--- config.mk ---
export PLATFORM = sky130hd
export DESIGN_NAME = itr_regs
export DESIGN_NICKNAME = d
export VERILOG_FILES = /design/src/design/itr_pkg.sv /design/src/design/itr_regs.sv
export SDC_FILE = /design/constraint.sdc
export NUM_CORES = 1
export LEC_CHECK = 0
export ABC_AREA = 1
export BUFFER_PORTS_ARGS = -buffer_cell sky130_fd_sc_hd__buf_4
export CORE_ASPECT_RATIO = 0.8
export CORE_UTILIZATION = 32
export CTS_BUF_LIST = sky130_fd_sc_hd__clkbuf_16
export CTS_CLUSTER_SIZE = 20
export DETAILED_ROUTE_END_ITERATION = 8
export GPL_ROUTABILITY_DRIVEN = 0
export PLACE_DENSITY = 0.56
export SYNTH_ARGS = -nofsm -noshare
export SYNTH_HDL_FRONTEND = slang
export SYNTH_SLANG_ARGS = --single-unit
--- constraint.sdc ---
create_clock -name ref_clk -period 7.7 [get_ports ref_clk]
set_clock_uncertainty 0.05 [all_clocks]
set_input_delay 1.155 -clock ref_clk [delete_from_list [all_inputs] [get_ports ref_clk]]
set_output_delay 1.155 -clock ref_clk [all_outputs]
set_load 0.05 [all_outputs]
--- src/design/itr_pkg.sv ---
// Constants and carrier types for the identity, trim and integrity register bank
package itr_pkg;
    // ****************************************
    // Register addresses
    // ****************************************
    localparam int          ADDR_W          = 9;
    localparam int          DATA_W          = 16;
    localparam int          CELLS           = 14;
    localparam logic [8:0]  ADDR_SER_LOW    = 9'h097;
    localparam logic [8:0]  ADDR_SER_MID    = 9'h098;
    localparam logic [8:0]  ADDR_SER_HIGH   = 9'h099;
    localparam logic [8:0]  ADDR_TRIM       = 9'h09a;
    localparam logic [8:0]  ADDR_SUPPRESS   = 9'h09b;
    localparam logic [8:0]  ADDR_SIG_STORED = 9'h09c;
    localparam logic [8:0]  ADDR_SIG_CALC   = 9'h09d;
    localparam logic [8:0]  ADDR_SIG_UPPER  = 9'h09e;

    // ****************************************
    // Field layouts and reset values
    // ****************************************
    localparam logic [15:0] SUPPRESS_RESET  = 16'h0000;
    localparam logic [15:0] SUPPRESS_WMASK  = 16'h3ffe;
    localparam logic [15:0] READ_NONE       = 16'h0000;
    localparam logic [23:0] SIG_SEED        = 24'h00_0000;
    localparam logic [23:0] SIG_TAPS        = 24'h83_0000;
    localparam logic [2:0]  HASH_WORDS      = 3'h4;

    // ****************************************
    // Carrier types
    // ****************************************
    typedef struct packed {
        logic               rd;
        logic               wr;
        logic [8:0]         addr;
        logic [15:0]        wdata;
    } itr_req_t;

    typedef struct packed {
        logic [47:0]        serial;
        logic [7:0]         trim;
        logic [23:0]        storedSig;
    } itr_image_t;

    typedef enum logic {ST_IDLE, ST_HASH} itr_state_t;
endpackage

--- src/design/itr_regs.sv ---
// Identity, trim, fault-suppress and shadow-signature register bank
`timescale 1ns/1ps
// Contract
// - Serial number mirrored, read-only, writes ignored
// - Serial words ordered least significant first
// - Suppress bits exist for cells two to fourteen
// - Set bit hides cell faults, clear keeps testing
// - Cell one never hidden; mask resets zero
// - Compute 24-bit signature after each shadow load
// - Compare computed and stored signature on each scan taken while idle and not loading
// - Upper signature bytes share one register
module itr_regs
    import itr_pkg::*;
(
    // Clock, reset, enable
    input  wire logic               ref_clk,
    input  wire logic               rst,
    input  wire logic               ce,
    // Host register access
    input  wire itr_req_t           req,
    output logic [15:0]             rdData,
    output logic                    rdValid,
    // Nonvolatile shadow load
    input  wire logic               nvmLoad,
    input  wire itr_image_t         nvmImage,
    // Scan and comparators
    input  wire logic               scanStrobe,
    input  wire logic [13:0]        ovRaw,
    input  wire logic [13:0]        uvRaw,
    output logic [13:0]             ovFault,
    output logic [13:0]             uvFault,
    output logic                    sigMismatch,
    output logic                    sigBusy
);
    // ****************************************
    // State
    // ****************************************
    itr_image_t     shadow_reg;
    logic [15:0]    suppress_reg;
    logic [23:0]    calcSig_reg;
    itr_state_t     state_reg;
    logic [2:0]     hashIdx_reg;
    logic [15:0]    rdData_reg;
    logic           rdValid_reg;
    logic [13:0]    ovFault_reg;
    logic [13:0]    uvFault_reg;
    logic           mismatch_reg;
    logic           busy_reg;
    logic [15:0]    hashWord;
    logic [13:0]    effMask;

    // One shift of the signature register with a parallel word folded in
    function automatic logic [23:0] sigStep(input logic [23:0] sig, input logic [15:0] word);
        logic fb;
        fb = ^(sig & SIG_TAPS);
        sigStep = {sig[22:0], fb} ^ {8'h00, word};
    endfunction

    function automatic logic [15:0] readMux(input logic [8:0] a, input itr_image_t s,
                                            input logic [15:0] m, input logic [23:0] c);
        case (a)
            ADDR_SER_LOW:    readMux = s.serial[15:0];
            ADDR_SER_MID:    readMux = s.serial[31:16];
            ADDR_SER_HIGH:   readMux = s.serial[47:32];
            ADDR_TRIM:       readMux = {8'h00, s.trim};
            ADDR_SUPPRESS:   readMux = m;
            ADDR_SIG_STORED: readMux = s.storedSig[15:0];
            ADDR_SIG_CALC:   readMux = c[15:0];
            ADDR_SIG_UPPER:  readMux = {s.storedSig[23:16], c[23:16]};
            default:         readMux = READ_NONE;
        endcase
    endfunction

    // ****************************************
    // Shadow image, read only to the host
    // ****************************************
    always_ff @(posedge ref_clk or posedge rst) begin
        if (rst) begin
            shadow_reg <= '0;
        end else if (ce && nvmLoad) begin
            shadow_reg <= nvmImage;
        end
    end

    // ****************************************
    // Fault suppress register
    // ****************************************
    always_ff @(posedge ref_clk or posedge rst) begin
        if (rst) begin
            suppress_reg <= SUPPRESS_RESET;
        end else if (ce && req.wr && req.addr == ADDR_SUPPRESS) begin
            // Cell one and reserved positions are dropped at the write
            suppress_reg <= req.wdata & SUPPRESS_WMASK;
        end
    end

    assign effMask = suppress_reg[13:0];

    always_ff @(posedge ref_clk or posedge rst) begin
        if (rst) begin
            ovFault_reg <= '0;
            uvFault_reg <= '0;
        end else if (ce) begin
            ovFault_reg <= ovRaw & ~effMask;
            uvFault_reg <= uvRaw & ~effMask;
        end
    end

    // ****************************************
    // Signature engine
    // ****************************************
    always_comb begin
        case (hashIdx_reg)
            3'h0:    hashWord = shadow_reg.serial[15:0];
            3'h1:    hashWord = shadow_reg.serial[31:16];
            3'h2:    hashWord = shadow_reg.serial[47:32];
            default: hashWord = {8'h00, shadow_reg.trim};
        endcase
    end

    // A load during hashing restarts the walk so the result matches the latest image
    always_ff @(posedge ref_clk or posedge rst) begin
        if (rst) begin
            state_reg   <= ST_IDLE;
            busy_reg    <= 1'b0;
            hashIdx_reg <= '0;
            calcSig_reg <= SIG_SEED;
        end else if (ce) begin
            if (nvmLoad) begin
                state_reg   <= ST_HASH;
                busy_reg    <= 1'b1;
                hashIdx_reg <= '0;
                calcSig_reg <= SIG_SEED;
            end else begin
                case (state_reg)
                    ST_HASH: begin
                        calcSig_reg <= sigStep(calcSig_reg, hashWord);
                        hashIdx_reg <= hashIdx_reg + 3'h1;
                        if (hashIdx_reg == HASH_WORDS - 3'h1) begin
                            state_reg <= ST_IDLE;
                            busy_reg  <= 1'b0;
                        end
                    end
                    ST_IDLE: begin
                        state_reg <= ST_IDLE;
                        busy_reg  <= 1'b0;
                    end
                    default: begin
                        state_reg <= ST_IDLE;
                        busy_reg  <= 1'b0;
                    end
                endcase
            end
        end
    end

    // Comparison is skipped while hashing so a half-built value never flags
    always_ff @(posedge ref_clk or posedge rst) begin
        if (rst) begin
            mismatch_reg <= 1'b0;
        end else if (ce && scanStrobe && state_reg == ST_IDLE && !nvmLoad) begin
            mismatch_reg <= (calcSig_reg != shadow_reg.storedSig);
        end
    end

    // ****************************************
    // Host read port
    // ****************************************
    always_ff @(posedge ref_clk or posedge rst) begin
        if (rst) begin
            rdData_reg  <= READ_NONE;
            rdValid_reg <= 1'b0;
        end else if (ce) begin
            rdValid_reg <= req.rd;
            if (req.rd) begin
                rdData_reg <= readMux(req.addr, shadow_reg, suppress_reg, calcSig_reg);
            end
        end
    end

    assign rdData      = rdData_reg;
    assign rdValid     = rdValid_reg;
    assign ovFault     = ovFault_reg;
    assign uvFault     = uvFault_reg;
    assign sigMismatch = mismatch_reg;
    // Busy has its own flop so the output carries no decode glitch
    assign sigBusy     = busy_reg;

    // ****************************************
    // Checks
    // ****************************************
    AST_SERIAL_RO: assert property (@(posedge ref_clk) disable iff (rst)
        (req.wr && !(ce && nvmLoad)) |=> $stable(shadow_reg.serial))
        else $error("serial changed without a load");
    AST_SER_ORDER: assert property (@(posedge ref_clk) disable iff (rst)
        (ce && req.rd && req.addr == ADDR_SER_MID) |=> rdData == $past(shadow_reg.serial[31:16]))
        else $error("serial middle word misplaced");
    AST_RESERVED: assert property (@(posedge ref_clk) disable iff (rst)
        suppress_reg[15:14] == 2'b00 && suppress_reg[0] == 1'b0)
        else $error("reserved suppress bits set");
    AST_CELL1_KEPT: assert property (@(posedge ref_clk) disable iff (rst)
        (ce && ovRaw[0]) |=> ovFault[0])
        else $error("cell one fault hidden");
    AST_MASK_HIDES: assert property (@(posedge ref_clk) disable iff (rst)
        (ce && suppress_reg[5]) |=> !ovFault[5] && !uvFault[5])
        else $error("suppressed cell still faults");
    AST_UNMASK_TESTS: assert property (@(posedge ref_clk) disable iff (rst)
        (ce && !suppress_reg[5] && uvRaw[5]) |=> uvFault[5])
        else $error("unsuppressed fault lost");
    AST_HASH_LEN: assert property (@(posedge ref_clk) disable iff (rst)
        (ce && nvmLoad) ##1 (ce && !nvmLoad) [*4] |=> !sigBusy)
        else $error("signature walk length wrong");
    AST_SCAN_CMP: assert property (@(posedge ref_clk) disable iff (rst)
        (ce && scanStrobe && !sigBusy && !nvmLoad)
        |=> sigMismatch == ($past(calcSig_reg) != $past(shadow_reg.storedSig)))
        else $error("scan comparison wrong");
    AST_SIG_LOW: assert property (@(posedge ref_clk) disable iff (rst)
        (ce && req.rd && req.addr == ADDR_SIG_CALC) |=> rdData == $past(calcSig_reg[15:0]))
        else $error("computed low half wrong");
    AST_SIG_UPPER: assert property (@(posedge ref_clk) disable iff (rst)
        (ce && req.rd && req.addr == ADDR_SIG_UPPER)
        |=> rdData == {$past(shadow_reg.storedSig[23:16]), $past(calcSig_reg[23:16])})
        else $error("upper signature bytes wrong");
    AST_TRIM_ZERO: assert property (@(posedge ref_clk) disable iff (rst)
        (ce && req.rd && req.addr == ADDR_TRIM) |=> rdData[15:8] == 8'h00)
        else $error("trim reserved bits nonzero");
endmodule

# ---- Word level (Yosys, flattened, before mapping)
# Index checks and enable logic that the tools add are counted.
# W data, S select, Z words.
dict set report word_totals {
  in_bits 140
  out_inout_bits 47
  elab_cells 57
  regBits 168
}
dict set report classes {
  reduce_logical 13
  eq_ne 13
  bitwise 5
  addsub 1
  mux 12
}
# operator n
set ops {}
lappend ops {{$pmux W16 S8} 1}
lappend ops {{$eq A9 B8 Y1 const B} 8}
lappend ops {{$mux W24} 2}
lappend ops {{$pmux W16 S3} 1}
lappend ops {{$and A14 B14 Y14} 2}
lappend ops {{$ne A24 B24 Y1} 1}
lappend ops {{$reduce_xor A24 Y1} 1}
lappend ops {{$xor A24 B16 Y24} 1}
lappend ops {{$not A14 Y14} 1}
lappend ops {{$eq A3 B2 Y1 const B} 2}
lappend ops {{$logic_and A1 B1 Y1} 6}
lappend ops {{$mux W3} 2}
lappend ops {{$reduce_and A2 Y1} 3}
lappend ops {{$mux W1} 4}
lappend ops {{$pmux W1 S2} 2}
lappend ops {{$add A3 B1 Y3 const B} 1}
lappend ops {{$eq A3 B1 Y1 const B} 1}
lappend ops {{$logic_not A3 Y1} 1}
lappend ops {{$ne A3 B2 Y1 const B} 1}
lappend ops {{$reduce_bool A2 Y1} 1}
lappend ops {{$logic_not A1 Y1} 1}
lappend ops {{$not A1 Y1} 1}

# ---- Longest topological paths before layout
dict set report logic_depth {
  word_depth 5
  ltp_mapped 11
  ltp_nobuf 11
}

# ---- Worst setup path after synthesis
# Ideal clock, no wire load.
dict set report synth_path {
  kind {input to register}
  start {input ce}
  end {register shadow_reg[10] in the netlist's numbering}
  path_stages 4
  required_time_ns 7.525
  setup_slack_ns 5.539
  path_buffers 2
  t_arrival_ns 1.986
  setup_ns 0.125
  cell_sequence {buf_4 nand2_1 buf_2 mux2_2}
}
dict set report synth_via {
  elab_chain_cells 1
}
# item line
set synth_lines {}
lappend synth_lines {{start: declaration} itr_regs.sv:18} ;# input wire logic ce,
lappend synth_lines {{$logic_and A1 B1 Y1} itr_regs.sv:80} ;# end else if (ce && nvmLoad) begin
lappend synth_lines {{end signal: assignment} itr_regs.sv:81} ;# shadow_reg <= nvmImage;
lappend synth_lines {{end: declaration} itr_regs.sv:38} ;# itr_image_t shadow_reg;
# No other way between the ends.
# A chain may end at the register's enable or synchronous reset.

# ---- Final worst setup path
dict set report layout_path {
  start {input ce}
  end {register calcSig_reg[8]}
}
dict set report layout_via {
  elab_chain_cells 1
}
# item line
set layout_lines {}
lappend layout_lines {{$reduce_and A2 Y1 (no source line)} --}
lappend layout_lines {{end signal: assignment} itr_regs.sv:137} ;# calcSig_reg <= sigStep(calcSig_reg, hashWord);
lappend layout_lines {{end: declaration} itr_regs.sv:40} ;# logic [23:0] calcSig_reg;
# No other way between the ends.

==> summary.txt <==
Global route
  • Initial antenna violation count: 0
  • Vias in the first global route: approximately 7.5k
  • Largest net degree at the start of global routing: 107
  • Total grt overflow: 0
  • First-pass GRT wire length: ~42 mm
  • GRT Total Usage: around a fifth

Detailed routing
  • Drt wl/cell: ~17 µm
  • Routed vias: ~7.6k
  • Post-route ant nets: 0
  • Detailed Route WL: 27.0 mm
  • Drt via density: between 4 and 5
  • DR pass1 iterations: 6
  • DRC viols: 0
  • Initial DRC Count: 461

Logic synthesis
  • Post-synth top cells: nand2_1, dfrtp_1, nand3_1
  • Async SR Flop Fraction: 100%
  • Syn Inst Count: 1,042
  • Most common cell in the netlist: nand2_1
  • Main synth FF type: dfrtp_1
  • Area leader, netlist: dfrtp_1
  • Mean post-synth cell area: around 8.3 µm²
  • Top cells by area, synth: dfrtp_1, nand2_1, nand3_1
  • Proportion of synthesized chip area in sequential cells: between 40 and 50%
  • Synth warnings: 0
  • Area share of the largest cell type after synthesis: between 40% and 50%
  • #FFs+latches synth: 168
  • Distinct cells, synth: 32
  • EDFF count, synth: 0
  • Post-synthesis net count: around 1.2k
  • Cell Area, Synth: around 0.0086 mm²

Clocking
  • Post-CTS resize count: 0
  • Clock sink total: 168
  • CTS tree: built
  • Clock transition at the registers of the reported paths: roughly 0.07 ns
  • Post-CTS setup buffers: 0
  • Number of buffers created by CTS: 17
  • Clock root buffer: clkbuf_16
  • Worst skew pair latency: around 0.44 ns
  • Hold-fix buffers at CTS: 0
  • CTS max path bufs: 2
  • H-tree depth: 4

Placed design
  • DPL Wire Length: around 19 mm
  • Dpl cells: around 1.5k
  • Port-buffer cells: approximately 180

STA
  • Max Slew Vio Count: 0
  • Clock period minus worst slack: 3.79 ns
  • RSZ-0062 raised after global routing: no
  • Headroom to the max-slew limit: about a third
  • Slew @ Worst Pin: 1.01 ns
  • Hold slack: about 0.43 ns
  • Fmax: roughly 0.26 GHz
  • Share of the clock period used by the worst path: about half
  • Setup TNS: 0 ns
  • Setup Viol. Count Final: 0
  • Final Hold Violating Endpoints: 0

Run
  • Max Cap Violations: 0

Pwr
  • Static Leak: ~0.0055 µW
  • Clock network fraction of design power: 36.3%
  • Sw frac: between 30% and 40%
  • Combinational share of power: 19.5%
  • Sequential group share of total power: between 40% and 50%
  • P_sw: 772 µW
  • Design internal power: roughly 1700 µW
  • Cell Pwr Density: roughly 230 mW/mm²
  • Pwr Total: roughly 2500 µW
  • Peak supply drop: 0.000173 V

Critical path
  • Largest fanout on the critical path: 62
  • Startpoint types: input pin
  • Critical R2R Launch: state_reg
  • Worst setup EP type: flop
  • R2r setup slk: about 4.6 ns
  • Setup crit end: calcSig_reg[8]
  • Reg-to-reg endpoint: calcSig_reg[8]
  • Critical path type: input pin to flop
  • CP required: ~8 ns
  • Crit path DAT: a little over 4 ns
  • Worst r2r path cells: 6
  • Critical path startpoint: ce

Floorplanning
  • Die area: between 0.02 and 0.03 mm²
  • Starting Density: between 30% and 40%
  • Vert. Die Dim: ~150 µm
  • Core area: roughly 0.026 mm²
  • Die width: 186 µm
  • Num rows: 53
  • Io pins: between 150 and 200

Outcome
  • Status: finished clean

Layout
  • Max FFs per register: 80
  • Synth-to-layout area growth: 25.6%
  • Non-Filler Instances: between 1.5k and 2k
  • Layout cell share with drive strength beyond 1: a little under a quarter
  • Fin nets: between 1k and 1.5k
  • Ant diodes: 0
  • Final Util: between 40% and 50%

Worst hold path
  • Hold WC Path Type: flop to flop
## how the worst min path moves through the flow
stage / startpoint / to / slack [ns] / cells past startpoint
CTS: rdData[9] / rdData[9] / 0.44 / 2
global placement: rdData[14] / rdData[14] / 0.42 / 2
floorplan: state_reg / state_reg / 0.43 / 2
detailed placement: rdData[9] / rdData[9] / 0.42 / 2
global route: rdData[1] / rdData[1] / 0.46 / 2
finish: rdData[9] / rdData[9] / 0.43 / 2
## worst max-delay path, stage by stage
cell and delay, ns:
buf_4 0.49, o21ai_2 0.42, inv_1 0.54, nand2_1 0.54, inv_1 0.57, o21ai_0 0.17
o21ai_0 0.18
## kinds of logic (layout without fill, tap and decap cells)
| logic type | Yosys count | count (layout) | synth area share, % |
|---|---|---|---|
| fa+ha+maj | 5 | 5 | 0.725 |
| flops | 168 | 168 | 48.7 |
| mux | 49 | 49 | 6.40 |
| simple gates | 520 | 520 | 26.5 |
| buf+inv | 159 | 332 | 7.99 |
| xor+xnor | 24 | 24 | 2.44 |
| compound gates | 117 | 117 | 7.19 |
## layout by cell type, fill, tap and decap left out, types with 3 or more instances in the layout
master | netlist | layout
dfrtp_1 | 168 | 168
o211ai_1 | 3 | 3
nor2_4 | 3 | 3
inv_1 | 111 | 111
o22ai_1 | 17 | 17
clkinvlp_4 | 0 | 3
a21oi_1 | 51 | 51
inv_6 | 0 | 3
nand3_1 | 143 | 143
nor2_1 | 118 | 118
o21ai_0 | 44 | 44
nand2_1 | 223 | 222
xnor2_1 | 20 | 20
clkbuf_16 | 0 | 17
ha_1 | 5 | 5
mux2_2 | 49 | 49
bufinv_16 | 0 | 3
nand4_1 | 14 | 14
or2_2 | 4 | 4
nand3b_1 | 6 | 6
buf_4 | 6 | 188
xor2_1 | 4 | 4
## power by group through the flow
stage	Combinational [µW]	Sequential [µW]	Clock, µW
final	482	1090	895
after global routing	546	1100	951
after CTS	483	1090	915
after detailed placement	480	1100	0
after global placement	474	1100	0
after floorplan	314	1080	0
## metal layers
layer	track usage (%)	wire [µm]	up-vias
li1	-	-	3710
met3	4.96	1750	26
met1	28.5	12600	3638
met4	5.45	443	0
met2	31.4	12200	271
met5	0	0	-
## per-stage QoR
| step | setup slack (ns) | instance area, µm² |
|---|---|---|
| global route | 3.71 | 10800 |
| finish | 3.91 | 10800 |
| CTS | 3.98 | 10800 |
| global placement | 3.56 | 10200 |
| floorplan | 1.95 | 8630 |
| detailed placement | 3.53 | 10200 |
## final cells by class
class | count | area (µm²)
fill | 2766 | 15600
sequential | 168 | 4200
multi-input combinational | 715 | 3750
timing repair buffer | 188 | 1410
tap | 357 | 447
clock buffer | 17 | 425
inverter | 112 | 425
clock inverter | 15 | 176
(Power assumes the default switching activity.)
